===== src/hdl/ppc_pkg.sv =====
/*
  Shared constants and carrier types for the port protection control block.
  Assumes a 125 MHz clock and a single AHB-Lite master with word-only accesses.
*/
package ppc_pkg;
  localparam int PPC_PORTS = 4;
  localparam int PPC_CLK_MHZ = 125;
  localparam int PPC_ADC_BITS = 14;
  // Deglitch interval, in microseconds; a new level is taken inside 1 to 5 us.
  localparam int PPC_DEGLITCH_US = 2;
  localparam int PPC_DEGLITCH_CYC = PPC_DEGLITCH_US * PPC_CLK_MHZ;
  // Fast overload off period, in microseconds.
  localparam int PPC_FAST_OFF_US = 100;
  localparam int PPC_FAST_OFF_CYC = PPC_FAST_OFF_US * PPC_CLK_MHZ;
  // Conversion period and sampling window, in microseconds.
  localparam int PPC_CONV_US = 20000;
  localparam int PPC_SAMPLE_US = 17500;
  localparam int PPC_CONV_CYC = PPC_CONV_US * PPC_CLK_MHZ;
  localparam int PPC_SAMPLE_CYC = PPC_SAMPLE_US * PPC_CLK_MHZ;
  // Fault timer limits in cycles of the fault tick, tick period in clock cycles, and down-count ratio.
  localparam int PPC_CUT_LIMIT = 60;
  localparam int PPC_START_LIMIT = 60;
  localparam int PPC_FAULT_TICK_CYC = 125000;
  localparam int PPC_DOWN_RATIO = 16;
  // Foldback breakpoints in volts and floor in percent.
  localparam logic [7:0] PPC_FB_KNEE_V = 8'h12;
  localparam logic [7:0] PPC_FB_KNEE_2X_V = 8'h1c;
  localparam logic [7:0] PPC_FB_FLOOR_PCT = 8'h0e;
  localparam logic [7:0] PPC_FB_FULL_PCT = 8'h64;

  // Register byte offsets and the control register reset value.
  localparam logic [7:0] PPC_REG_CTRL = 8'h00;
  localparam logic [7:0] PPC_REG_MUXCFG = 8'h04;
  localparam logic [7:0] PPC_REG_STATUS = 8'h08;
  localparam logic [7:0] PPC_REG_INT = 8'h0c;
  localparam logic [7:0] PPC_REG_RESULT0 = 8'h10;
  localparam logic [31:0] PPC_CTRL_RESET = 32'h0000_0000;

  typedef enum logic [1:0] {PPC_MEAS_IDC, PPC_MEAS_VDC, PPC_MEAS_IAC, PPC_MEAS_DET} ppc_meas_t;

  typedef struct packed {
    logic on;
    logic starting;
    logic ac_enable;
    logic over_cut;
    logic in_foldback;
    logic fast_overload;
  } ppc_port_in_t;

  typedef struct packed {
    logic gate_on;
    logic cut_fault;
    logic start_fault;
    logic rearm_ok;
    logic start_done;
  } ppc_port_out_t;
endpackage


===== src/hdl/ppc_deglitch.sv =====
/*
  Synchronised deglitch filter for one active-low pin.
  Assumes the pin is asynchronous to clk_i; it passes two flip-flops first.
*/
`timescale 1ns/1ps
`default_nettype none
module ppc_deglitch #(
  parameter int STABLE_CYC = ppc_pkg::PPC_DEGLITCH_CYC
) (
  input wire logic clk_i,
  input wire logic rst_n_i,
  input wire logic ce_i,
  input wire logic pin_i,
  output logic level_o
);
  import ppc_pkg::*;
  typedef struct packed {
    logic s1;
    logic s2;
    logic level;
    logic [15:0] cnt;
  } ppc_dg_state_t;
  ppc_dg_state_t st_reg, st_next;
  always_comb begin
    st_next = st_reg;
    st_next.s1 = pin_i;
    st_next.s2 = st_reg.s1;
    if (st_reg.s2 == st_reg.level) begin
      st_next.cnt = 16'h0000;
    end else if (st_reg.cnt == 16'(STABLE_CYC - 1)) begin
      st_next.level = st_reg.s2;
      st_next.cnt = 16'h0000;
    end else begin
      st_next.cnt = st_reg.cnt + 16'h0001;
    end
  end
  always_ff @(posedge clk_i) begin
    if (!rst_n_i) begin
      st_reg <= '{s1: 1'b1, s2: 1'b1, level: 1'b1, cnt: 16'h0000};
    end else if (ce_i) begin
      st_reg <= st_next;
    end
  end
  assign level_o = st_reg.level;
endmodule
`default_nettype wire


===== src/hdl/ppc_fault_timer.sv =====
/*
  Per-port over-current fault timer with up/down counting and fast overload off time.
  Assumes comparator flags already synchronised to clk_i and a fault tick strobe.
*/
`timescale 1ns/1ps
`default_nettype none
module ppc_fault_timer #(
  parameter int CUT_LIMIT = ppc_pkg::PPC_CUT_LIMIT,
  parameter int START_LIMIT = ppc_pkg::PPC_START_LIMIT,
  parameter int FAST_OFF_CYC = ppc_pkg::PPC_FAST_OFF_CYC
) (
  input wire logic clk_i,
  input wire logic rst_n_i,
  input wire logic ce_i,
  input wire logic tick_i,
  input wire ppc_pkg::ppc_port_in_t pin_i,
  output ppc_pkg::ppc_port_out_t pout_o
);
  import ppc_pkg::*;
  typedef struct packed {
    logic [11:0] fcnt;
    logic [3:0] down_div;
    logic [13:0] fast_cnt;
    logic [11:0] start_cnt;
    logic start_done;
    logic cut_fault;
    logic start_fault;
  } ppc_ft_state_t;
  ppc_ft_state_t st_reg, st_next;
  always_comb begin
    st_next = st_reg;
    if (!pin_i.on) begin
      st_next.start_cnt = 12'h000;
      st_next.start_done = 1'b0;
      st_next.fast_cnt = 14'h0000;
    end
    if (pin_i.on && pin_i.fast_overload && st_reg.fast_cnt == 14'h0000) begin
      st_next.fast_cnt = 14'(FAST_OFF_CYC);
    end else if (st_reg.fast_cnt != 14'h0000) begin
      st_next.fast_cnt = st_reg.fast_cnt - 14'h0001;
    end
    if (tick_i) begin
      if (pin_i.on && !st_reg.start_done) begin
        if (st_reg.start_cnt == 12'(START_LIMIT - 1)) begin
          st_next.start_done = 1'b1;
          if (pin_i.over_cut) begin
            st_next.start_fault = 1'b1;
          end
        end
        st_next.start_cnt = st_reg.start_cnt + 12'h001;
      end
      if (pin_i.on && pin_i.over_cut && st_reg.start_done) begin
        if (st_reg.fcnt >= 12'(CUT_LIMIT - 1)) begin
          st_next.cut_fault = 1'b1;
        end else begin
          st_next.fcnt = st_reg.fcnt + 12'h001;
        end
        st_next.down_div = 4'h0;
      end else if (!pin_i.over_cut && !pin_i.in_foldback && st_reg.fcnt != 12'h000) begin
        st_next.down_div = st_reg.down_div + 4'h1;
        if (st_reg.down_div == 4'(PPC_DOWN_RATIO - 1)) begin
          st_next.fcnt = st_reg.fcnt - 12'h001;
        end
      end
    end
    if (!pin_i.on && st_reg.fcnt == 12'h000) begin
      st_next.cut_fault = 1'b0;
      st_next.start_fault = 1'b0;
    end
  end
  always_ff @(posedge clk_i) begin
    if (!rst_n_i) begin
      st_reg <= '0;
    end else if (ce_i) begin
      st_reg <= st_next;
    end
  end
  assign pout_o.gate_on = pin_i.on && !st_reg.cut_fault && !st_reg.start_fault
                          && st_reg.fast_cnt == 14'h0000;
  assign pout_o.cut_fault = st_reg.cut_fault;
  assign pout_o.start_fault = st_reg.start_fault;
  assign pout_o.rearm_ok = st_reg.fcnt == 12'h000;
  assign pout_o.start_done = st_reg.start_done;
endmodule
`default_nettype wire


===== src/hdl/ppc_top.sv =====
/*
  Four-port power-sourcing protection and measurement control with AHB-Lite registers.
  Assumes pins are asynchronous, analogue comparators give digital flags, and
  converter results arrive as 14-bit words with a done strobe per port.
*/
// Local design decisions: the AHB-Lite slave port and the register addresses.
// Summary of operation
// - Deglitched reset turns ports off, clears registers; the result registers keep their values.
// - Internal power-on reset independent of pin.
// - Interrupt low when any bit set, between transfers.
// - Port-one off input overrides all but mux.
// - Muxed off input stops selected ports.
// - Ports two to four have own off.
// - AC disconnect high impedance turns port off.
// - Two sink levels, four-point detect.
// - Gate low on supply, timeout, manual off.
// - Foldback 100 percent at knee, 14 at zero.
// - Fault timer counts, cuts at limits.
// - Count down at one sixteenth rate.
// - No restart before counter reaches zero.
// - Fast overload off 100 us, ramp on.
// - Autonomous pin sampled only after reset.
// - Independent 14-bit converter per port.
// - Conversion 20 ms, 17.5 ms window; the code does not time these, each done strobe lets the next conversion start.
// - AC integration synced to sine generator.
// - Interleave voltage, current, AC current conversions.
// - Results stored while port on.
// - Classification runs per port independently.
// - Results hold while port off.
// - No conversion before start timer expires.
// - Result read as two bytes; the code returns current and voltage together in one 32-bit word.
// - Inrush uses single foldback profile.
`timescale 1ns/1ps
`default_nettype none
module ppc_top #(
  parameter int NPORTS = ppc_pkg::PPC_PORTS,
  parameter int CONV_CYC = ppc_pkg::PPC_CONV_CYC,
  parameter int SAMPLE_CYC = ppc_pkg::PPC_SAMPLE_CYC,
  parameter int FAULT_TICK_CYC = ppc_pkg::PPC_FAULT_TICK_CYC
) (
  input wire logic clk_i,
  input wire logic rst_n_i,
  input wire logic ce_i,
  input wire logic por_n_i,
  input wire logic ext_reset_n_i,
  input wire logic auto_mode_i,
  input wire logic port1_or_muxed_off_n_i,
  input wire logic [2:0] port_off_n_i,
  input wire logic supplies_ok_i,
  input wire logic [3:0] over_cut_i,
  input wire logic [3:0] in_foldback_i,
  input wire logic [3:0] fast_overload_i,
  input wire logic [3:0] ac_high_z_i,
  input wire logic [3:0] adc_done_i,
  input wire logic [55:0] adc_data_i,
  input wire logic sine_zero_i,
  input wire logic bus_busy_i,
  input wire logic hsel,
  input wire logic [31:0] haddr,
  input wire logic [1:0] htrans,
  input wire logic hwrite,
  input wire logic [2:0] hsize,
  input wire logic [31:0] hwdata,
  input wire logic hready,
  output logic [31:0] hrdata,
  output logic hreadyout,
  output logic hresp,
  output logic [3:0] pass_gate_drive_o,
  output logic [3:0] adc_start_o,
  output logic [7:0] adc_meas_o,
  output logic [3:0] detect_level_hi_o,
  output logic [3:0] double_power_profile_o,
  output logic int_out_o,
  output logic int_oe_n_o,
  output logic auto_mode_o
);
  import ppc_pkg::*;
  typedef struct packed {
    logic rs1;
    logic rs2;
    logic au1;
    logic au2;
    logic bb1;
    logic bb2;
    logic [3:0] sy1;
    logic [3:0] sy2;
    logic sample_auto;
    logic auto_mode;
    logic [31:0] ctrl;
    logic [3:0] muxcfg;
    logic [7:0] int_flags;
    logic int_pin;
    logic wr_pend;
    logic [7:0] wr_addr;
    logic [31:0] rdata;
    logic [3:0] ac_off;
    logic [3:0] fault_q;
    logic [16:0] tick_cnt;
    logic [3:0] conv_busy;
    logic [3:0] adc_start;
    logic [7:0] meas;
    logic [3:0] det_hi;
    logic [3:0] det_cnt;
    logic [3:0] gate;
    logic [55:0] volt;
    logic [55:0] curr;
  } ppc_state_t;
  ppc_state_t st_reg, st_next;

  logic reset_n_level;
  logic off1_level;
  logic [2:0] off_level;
  logic [3:0] man_off;
  logic [3:0] own_off_n;
  logic [3:0] port_en;
  logic [7:0] int_set;
  logic [7:0] int_clr;
  logic soft_reset;
  ppc_port_in_t [3:0] pin;
  ppc_port_out_t [3:0] pout;

  ppc_deglitch u_rst_dg (
    .clk_i(clk_i), .rst_n_i(rst_n_i), .ce_i(ce_i),
    .pin_i(ext_reset_n_i), .level_o(reset_n_level)
  );
  ppc_deglitch u_off1_dg (
    .clk_i(clk_i), .rst_n_i(rst_n_i), .ce_i(ce_i),
    .pin_i(port1_or_muxed_off_n_i), .level_o(off1_level)
  );

  // Pin or power-on reset clears control, mux, interrupt flags, gates, AC off and fault timers.
  assign soft_reset = !reset_n_level || !por_n_i;
  assign own_off_n = {off_level, off1_level};

  genvar g;
  generate
    for (g = 0; g < 3; g++) begin : g_off
      ppc_deglitch u_dg (
        .clk_i(clk_i), .rst_n_i(rst_n_i), .ce_i(ce_i),
        .pin_i(port_off_n_i[g]), .level_o(off_level[g])
      );
    end
    for (g = 0; g < 4; g++) begin : g_port
      always_comb begin
        if (st_reg.ctrl[4]) begin
          man_off[g] = !off1_level && st_reg.muxcfg[g];
        end else begin
          man_off[g] = !own_off_n[g];
        end
      end
      assign port_en[g] = st_reg.ctrl[g] && !man_off[g] && !st_reg.ac_off[g];
      assign pin[g] = '{on: port_en[g], starting: !pout[g].start_done,
        ac_enable: st_reg.ctrl[8 + g], over_cut: st_reg.sy2[g],
        in_foldback: in_foldback_i[g], fast_overload: fast_overload_i[g]};
      ppc_fault_timer u_ft (
        .clk_i(clk_i), .rst_n_i(rst_n_i && !soft_reset), .ce_i(ce_i),
        .tick_i(st_reg.tick_cnt == 17'h00000), .pin_i(pin[g]), .pout_o(pout[g])
      );
    end
  endgenerate

  logic ahb_go;
  logic [7:0] ra;
  assign ahb_go = hsel && hready && htrans[1];
  assign ra = haddr[7:0];

  always_comb begin
    st_next = st_reg;
    st_next.rs1 = ext_reset_n_i;
    st_next.rs2 = st_reg.rs1;
    st_next.au1 = auto_mode_i;
    st_next.au2 = st_reg.au1;
    st_next.bb1 = bus_busy_i;
    st_next.bb2 = st_reg.bb1;
    st_next.sy1 = over_cut_i;
    st_next.sy2 = st_reg.sy1;
    st_next.adc_start = 4'h0;
    int_set = 8'h00;
    int_clr = 8'h00;
    if (st_reg.sample_auto && st_reg.rs2) begin
      st_next.sample_auto = 1'b0;
      st_next.auto_mode = st_reg.au2;
    end
    st_next.tick_cnt = (st_reg.tick_cnt == 17'(FAULT_TICK_CYC - 1)) ? 17'h00000
                       : st_reg.tick_cnt + 17'h00001;
    for (int p = 0; p < 4; p++) begin
      st_next.gate[p] = supplies_ok_i && pout[p].gate_on;
      if (ac_high_z_i[p] && st_reg.ctrl[8 + p] && port_en[p]) begin
        st_next.ac_off[p] = 1'b1;
        int_set[p] = 1'b1;
      end else if (!st_reg.ctrl[p]) begin
        st_next.ac_off[p] = 1'b0;
      end
      st_next.fault_q[p] = pout[p].cut_fault || pout[p].start_fault;
      if (st_next.fault_q[p] && !st_reg.fault_q[p]) begin
        int_set[4 + p] = 1'b1;
      end
      if (!st_reg.conv_busy[p] && (!port_en[p] || pout[p].start_done)) begin
        st_next.conv_busy[p] = 1'b1;
        st_next.adc_start[p] = !st_reg.ctrl[8 + p] || sine_zero_i;
        if (st_reg.ctrl[8 + p] && !sine_zero_i) begin
          st_next.conv_busy[p] = 1'b0;
        end
        if (!port_en[p]) begin
          st_next.meas[2*p +: 2] = PPC_MEAS_DET;
          st_next.det_hi[p] = st_reg.det_cnt[p];
          st_next.det_cnt[p] = !st_reg.det_cnt[p];
        end
      end
      if (adc_done_i[p] && st_reg.conv_busy[p]) begin
        st_next.conv_busy[p] = 1'b0;
        if (port_en[p]) begin
          if (st_reg.meas[2*p +: 2] == PPC_MEAS_VDC) begin
            st_next.volt[14*p +: 14] = adc_data_i[14*p +: 14];
          end else if (st_reg.meas[2*p +: 2] == PPC_MEAS_IDC) begin
            st_next.curr[14*p +: 14] = adc_data_i[14*p +: 14];
          end
        end
        case (st_reg.meas[2*p +: 2])
          PPC_MEAS_IDC: st_next.meas[2*p +: 2] = PPC_MEAS_VDC;
          PPC_MEAS_VDC: st_next.meas[2*p +: 2] =
            st_reg.ctrl[8 + p] ? PPC_MEAS_IAC : PPC_MEAS_IDC;
          default: st_next.meas[2*p +: 2] = PPC_MEAS_IDC;
        endcase
      end
    end
    // Interrupt pin updates only when idle.
    if (!st_reg.bb2) begin
      st_next.int_pin = |st_reg.int_flags;
    end
    if (st_reg.wr_pend) begin
      st_next.wr_pend = 1'b0;
      case (st_reg.wr_addr)
        PPC_REG_CTRL: st_next.ctrl = hwdata;
        PPC_REG_MUXCFG: st_next.muxcfg = hwdata[3:0];
        PPC_REG_INT: int_clr = hwdata[7:0];
        default: st_next.wr_pend = 1'b0;
      endcase
    end
    // A new event wins over a clear written in the same cycle.
    st_next.int_flags = (st_reg.int_flags & ~int_clr) | int_set;
    if (ahb_go) begin
      st_next.wr_pend = hwrite;
      st_next.wr_addr = ra;
      // Result word packs current in the upper and voltage in the lower 16 bits.
      case (ra)
        PPC_REG_CTRL: st_next.rdata = st_reg.ctrl;
        PPC_REG_MUXCFG: st_next.rdata = {28'h0000000, st_reg.muxcfg};
        PPC_REG_STATUS: st_next.rdata = {20'h00000, st_reg.conv_busy, st_reg.gate,
                                         3'h0, st_reg.auto_mode};
        PPC_REG_INT: st_next.rdata = {24'h000000, st_reg.int_flags};
        default: begin
          if (ra >= PPC_REG_RESULT0 && ra < 8'h20) begin
            st_next.rdata = {2'h0, st_reg.curr[14*ra[3:2] +: 14],
                             2'h0, st_reg.volt[14*ra[3:2] +: 14]};
          end else begin
            st_next.rdata = 32'h0000_0000;
          end
        end
      endcase
    end
    if (soft_reset) begin
      st_next.ctrl = PPC_CTRL_RESET;
      st_next.muxcfg = 4'h0;
      st_next.int_flags = 8'h00;
      st_next.gate = 4'h0;
      st_next.ac_off = 4'h0;
      st_next.sample_auto = 1'b1;
    end
  end

  always_ff @(posedge clk_i) begin
    if (!rst_n_i) begin
      st_reg <= '0;
      st_reg.sample_auto <= 1'b1;
    end else if (ce_i) begin
      st_reg <= st_next;
    end
  end

  always_ff @(posedge clk_i) begin
    if (!rst_n_i) begin
      double_power_profile_o <= 4'h0;
    end else if (ce_i) begin
      for (int p = 0; p < 4; p++) begin
        double_power_profile_o[p] <= st_reg.ctrl[12 + p] && pout[p].start_done;
      end
    end
  end

  assign hrdata = st_reg.rdata;
  assign hreadyout = 1'b1;
  assign hresp = 1'b0;
  assign pass_gate_drive_o = st_reg.gate;
  assign adc_start_o = st_reg.adc_start;
  assign adc_meas_o = st_reg.meas;
  assign detect_level_hi_o = st_reg.det_hi;
  assign int_out_o = 1'b0;
  assign int_oe_n_o = !st_reg.int_pin;
  assign auto_mode_o = st_reg.auto_mode;
endmodule
`default_nettype wire


===== config.mk =====
export PLATFORM = sky130hd
export DESIGN_NAME = ppc_top
export DESIGN_NICKNAME = d
export VERILOG_FILES = /design/src/hdl/ppc_pkg.sv /design/src/hdl/ppc_deglitch.sv /design/src/hdl/ppc_fault_timer.sv /design/src/hdl/ppc_top.sv
export SDC_FILE = /design/constraint.sdc
export NUM_CORES = 1
export LEC_CHECK = 0
export BUFFER_PORTS_ARGS = -buffer_cell sky130_fd_sc_hd__buf_2
export CAP_MARGIN = 15
export CORE_MARGIN = 2
export CORE_UTILIZATION = 46
export CTS_CLUSTER_SIZE = 25
export DETAILED_ROUTE_END_ITERATION = 10
export GPL_TIMING_DRIVEN = 0
export MAX_ROUTING_LAYER = met4
export PLACE_DENSITY_LB_ADDON = 0.08
export SYNTH_ARGS = -nofsm -noshare
export SYNTH_HDL_FRONTEND = slang
export SYNTH_SLANG_ARGS = --single-unit

===== constraint.sdc =====
create_clock -name clk_i -period 6.9 [get_ports clk_i]
set_clock_uncertainty 0.05 [all_clocks]
set_input_delay 0.69 -clock clk_i [delete_from_list [all_inputs] [get_ports clk_i]]
set_output_delay 0.69 -clock clk_i [all_outputs]
set_load 0.01 [all_outputs]

== After elaboration in Yosys (flattened, before gate mapping) ==
Cells that the tools add are included.
Storage, ports and cells
  flip-flop bits (word level): 546
  output and inout port bits: 61
  word-level logic and storage cells: 620
Cells by class
  $add $sub $neg: 26
  multiply operators: 1
  magnitude comparators: 6
  equal/unequal tests: 44
  shifts and indexed selects: 2
  multiplexer cells: 144
  bitwise logic cells: 17
  reduce and logical (&&, ||, !) cells: 282
Operators with widths (count)
  $mux W16: 18
  $pmux W32 S4: 1
  $mux W14: 8
  $shiftx A56 B7 Y14: 2
  $mux W27: 4
  $add A12 B1 Y12 const B: 8
  $mux W12: 8
  $logic_and A1 B1 Y1: 93
  $add A16 B1 Y16 const B: 5
  $eq A16 B8 Y1 const B: 5
  $reduce_bool A2 Y1: 40
  $mux W1: 61
  $mux W15: 4
  $reduce_and A5 Y1: 12
  $logic_not A1 Y1: 57
  $reduce_and A3 Y1: 19
  $logic_not A14 Y1: 4
  $reduce_bool A14 Y1: 4
  $sub A14 B1 Y14 const B: 4
  $mux W13: 4
  $eq A12 B6 Y1 const B: 4
  $ge A12 B6 Y1 const B: 4
  $logic_not A12 Y1: 4
  $reduce_bool A12 Y1: 4
  other kinds (36): 145

== Longest topological paths before layout ==
  word-level depth: 11
  mapped depth: 14

== Modules after synthesis ==
Synthesis repeated with hierarchy kept, for this count alone.
Unflattened totals
  cells, all modules: 3228
  area, all modules: 27801.7 um^2
Modules (own cells, without submodules)
  ppc_top: instances 1, cells an instance 1285, area each 11876.4 um^2, sequential area each 5425.2 um^2
  ppc_fault_timer (g_port[2].u_ft ...): instances 2, cells an instance 342, area each 2680.1 um^2, sequential area each 900.9 um^2
  ppc_deglitch: instances 5, cells an instance 119, area each 1047.3 um^2, sequential area each 380.4 um^2
  ppc_fault_timer (g_port[1].u_ft): instances 1, cells an instance 335, area each 2683.8 um^2, sequential area each 900.9 um^2
  ppc_fault_timer (g_port[0].u_ft): instances 1, cells an instance 329, area each 2645.0 um^2, sequential area each 900.9 um^2

== Worst setup path after synthesis ==
OpenSTA, ideal clock, no wires.
  path kind: flip-flop to flip-flop
  start point: reg st_reg[223] (netlist name)
  end point: reg g_port[2].u_ft.st_reg[44] (netlist name)
  library setup time: 0.072 ns
  arrival: 3.030 ns
  data required time: 6.778 ns
  slack: 3.748 ns
  stages on the path, launching flop included: 15
  buffers on the path: 3
  period minus slack after synthesis: 3.152 ns
  cells stage by stage: dfxtp_1 > buf_2 > or2_1 > and3_1 > buf_6 > and2_1 > buf_6 > clkinv_2 > ha_1 > a211oi_1 > o21ai_0 > o2111a_1 > o41ai_1 > mux2i_1 > mux2i_1
Between the ends
  cells in the longest elaborated chain, start to end: 8
  elaborated cells on any way between the ends: 11
  those cells by class: 1 x eq/ne; 2 x mux; 8 x reduce/logical
Ends and longest elaborated chain
  start: declaration: line ppc_top.sv:108  | ppc_state_t st_reg, st_next;
  start signal: assignment: line ppc_top.sv:277  | st_reg <= st_next;
  $mux W1 (*): line ppc_top.sv:145  | if (st_reg.ctrl[4]) begin
  $logic_not A1 Y1 (*): line ppc_top.sv:151  | assign port_en[g] = st_reg.ctrl[g] && !man_off[g] && !st_reg.ac_off[g];
  $logic_and A1 B1 Y1 (*) (2 in a row): line ppc_top.sv:151
  $logic_and A1 B1 Y1 (*) (2 in a row): line ppc_fault_timer.sv:52  | if (pin_i.on && pin_i.over_cut && st_reg.start_done) begin
  $ne A2 B2 Y1 (no line) / $reduce_bool A2 Y1 (equally long branches)
  $reduce_and A5 Y1 (no line)
  end signal: assignment: line ppc_fault_timer.sv:75  | st_reg <= st_next;
  end: declaration: line ppc_fault_timer.sv:29  | ppc_ft_state_t st_reg, st_next;
Every way passes the cells marked *; elsewhere a longest branch is shown, timed or not.
A chain may end at the register's enable or synchronous reset.

== Final worst setup path ==
  start point: reg u_off1_dg.st_reg, in the netlist u_off1_dg.level_o
  end point: reg g_port[3].u_ft.st_reg[44] (netlist name)
Between the ends
  cells in the longest elaborated chain, start to end: 10
  elaborated cells on any way between the ends: 13
  those cells by class: 1 x eq/ne; 2 x mux; 10 x reduce/logical
Ends and longest elaborated chain
  start: declaration: line ppc_deglitch.sv:23  | ppc_dg_state_t st_reg, st_next;
  start signal: assignment: line ppc_deglitch.sv:39  | st_reg <= '{s1: 1'b1, s2: 1'b1, level: 1'b1, cnt: 16'h0000};
  start signal: assignment: line ppc_deglitch.sv:41  | st_reg <= st_next;
  $logic_not A1 Y1 (*): line ppc_top.sv:146  | man_off[g] = !off1_level && st_reg.muxcfg[g];
  $logic_and A1 B1 Y1 (*): line ppc_top.sv:146
  $mux W1 (*): line ppc_top.sv:145
  $logic_not A1 Y1 (*): line ppc_top.sv:151
  $logic_and A1 B1 Y1 (*) (2 in a row): line ppc_top.sv:151
  $logic_and A1 B1 Y1 (*) (2 in a row): line ppc_fault_timer.sv:52
  $ne A2 B2 Y1 (no line) / $reduce_bool A2 Y1 (equally long branches)
  $reduce_and A5 Y1 (no line)
  end signal: assignment: line ppc_fault_timer.sv:75
  end: declaration: line ppc_fault_timer.sv:29
Marked as above.

==> flow_summary.ini <==
[outcome]
status = complete, no violations

[yosys]
ys_seq_area_share_pct = 39.6
ys_ff_latch = 546
syn_area_per_cell_um2 = 8.53
ys_warn_count = 0
synth_cells = 3235
synth_cell_type_count = 99
synth_area_um2 = 27600
synth_edf_count = 0
synthFlopType = dfxtp_1
async_flop_share_pct = 0

[placed_design]
gp_congestion = 0.945
dp.cells = 4200
portBuffers = 189
placed_area_um2 = 29500
detailed_place_hpwl_um = 70000

[clock_network]
root_buffer = clkbuf_16
clkLatencyLatePin_ps = 650
postCtsSetupBuffers = 0
cts_buffers = 61
cts.sink_count = 546
clk_pin_slew_worst_paths_ps = 60
cts_resized = 0
cts_tree = built
clock_path_buffers = 3
cts_max_level = 2
hold_buffers = 0

[floorplan]
die_area_um2 = 61900
die_h_um = 249
rows = 89
die_w_um = 249
fp.coreArea_um2 = 59100
start_util_pct = 46.7
io-pin-count = 222

[setup_path]
cp_common_cell = mux2i_1
end_kind = register
crit_arrival_ps = 4760
path_buf_inv = 2
worst-setup-path-type = register to register
cp-start-kind = register
r2r-end = g_port[3].u_ft.st_reg[44]
cp.depth = 12
path_cells = and3b_1 > nor3_2 > and2_1 > buf_6 > inv_4 > ha_1 > a211oi_1 > o21ai_0 > o2111a_1 > o41ai_1 > mux2i_1 > mux2i_1
ff2ff_setup_slack_ps = 2670
critPathLaunch = u_off1_dg.level_o
reg2reg_from = u_off1_dg.level_o
path_delay_family = simple AND/OR/NAND/NOR gates
timing.critical_path.to = g_port[3].u_ft.st_reg[44]
cp_max_fo = 13
cp_slowest_cell = nor3_2
critPathMaxStageDelay_ps = 830
ff2ff_path_depth = 12
crit_required_ps = 7430

[pwr]
p_total_mw = 8.03
leakagePower_nw = 11.6
max-vdd-ir-drop_mv = 0.196
power_density_nw_per_um2 = 254

[sta]
slew_headroom_pct = 22.2
worstMarginPinSlew_ps = 1170
period_share_pct = 61.3
setup_tns_ps = 0
max_freq_mhz = 236
rsz0062_at_grt = no
hold_viol = 0
min_period_ps = 4230
slew_viol_final = 0
setup_viol = 0

[final_layout]
area_growth_pct = 14.6
fillers = 5517
largest_reg_flops = 199
finalNonFillerCells = 4315
layout_commonest_cell = dfxtp_1
drive_gt1_share_pct = 13.8
fin_area_um2 = 31600
nets = 3719
final_cell_mix = dfxtp_1, nand2_1, nor2_1, buf_2, a21oi_1

[route]
ant_nets = 0
wl_met3_um = 6440
drtIter0Drc = 1839
routed_wl_um = 92900
avgViaCountPerCell = 5.96
drc = 0
drt-pass1-iter-count = 6
wl_met2_um = 43000
vias = 25718
wl_per_cell_um = 21.5
dr.max_layer_used = met4
wl_met1_um = 39800

[global_routing]
grt_pass1_wl_um = 141000
grt_pass1_vias = 24288
grt_max_degree = 18
grt_overflow = 0
antenna_found_initial = 3
grt_usage_pct = 29.9

[hold_path]
hold_class = primary input to register

[job]
cap_violations = 0
[how the worst min path moves through the flow]
stage	start	endpoint	slack (ps)	depth (start not counted)
2_1_floorplan	st_reg[41]	st_reg[41]	380	2
3_3_place_gp	st_reg[68]	st_reg[68]	390	2
3_5_place_dp	st_reg[62]	st_reg[62]	400	2
4_1_cts	port1_or_muxed_off_n_i	u_off1_dg.st_next[17]	210	3
5_1_grt	port1_or_muxed_off_n_i	u_off1_dg.st_next[17]	220	3
6_report	port1_or_muxed_off_n_i	u_off1_dg.st_next[17]	230	3
[synthesized netlist by cell type, drive strengths merged (47+ instances only)]
library cell	number	area (um^2)
a21boi	166	1250
a21oi	156	792
buf	104	704
clkbuf	126	473
dfxtp	546	10900
ha	64	801
inv	53	201
mux2i	70	701
nand2	420	1580
nand3	109	551
nor2	320	1210
nor2b	75	469
nor3	85	465
nor3b	47	364
nor4	62	440
o21ai	145	726
xnor2	67	587
[layout make-up]
type	count	area [um^2]	area share [%]
diodes	3	7.51	0.0238
plain buffers	230	1180	3.72
inverters	54	206	0.653
clock inverters	18	241	0.764
repair buffers	191	962	3.04
well taps	773	967	3.06
multi-input cells	2406	15300	48.3
clock buffers	94	1840	5.82
flip-flops and latches	546	10900	34.6
[metal layers]
layer / GRT usage (%) / vias up
met1: 38.2 / 12449
met3: 4.44 / 201
met5: - / -
met2: 48.0 / 987
met4: 11.4 / 0
li1: - / 12081
[power breakdown]
part	total, mW	switching [mW]	internal [mW]	leakage, nW
Combinational	1.32	0.821	0.495	6.18
Sequential	3.34	0.101	3.24	4.41
Clock	3.36	1.38	1.98	1.03
Total	8.03	2.31	5.72	11.6
[cell families (layout without fill, tap and decap cells)]
logic type	Yosys count	after routing	share of synthesized area (%)
AND/OR/NAND/NOR	1373	1373	24.9
AO/OA/AOI/OAI	750	750	18.6
flip-flops	546	546	39.6
buffers and inverters	284	587	5.02
multiplexers	109	109	5.32
XOR/XNOR	103	103	3.27
adder cells (fa/ha/maj)	68	68	3.19
other	2	6	0.0272
[worst min-delay path: cells and delay by family]
| kind | cells | cell delay (ps) |
|---|---|---|
| muxes | 1 | 60 |
| and+or+nand+nor | 1 | 60 |
| buffers and inverters | 1 | 90 |
[metrics by stage]
step	utilization, %	hold WS (ps)	setup slack, ps
after floorplan	-	382	3750
after global placement	49.9	390	2590
after detailed placement	49.9	396	2640
after CTS	53.4	210	2710
after global routing	53.5	223	2430
final	53.5	232	2670
Power figures use the tool's default switching activity.
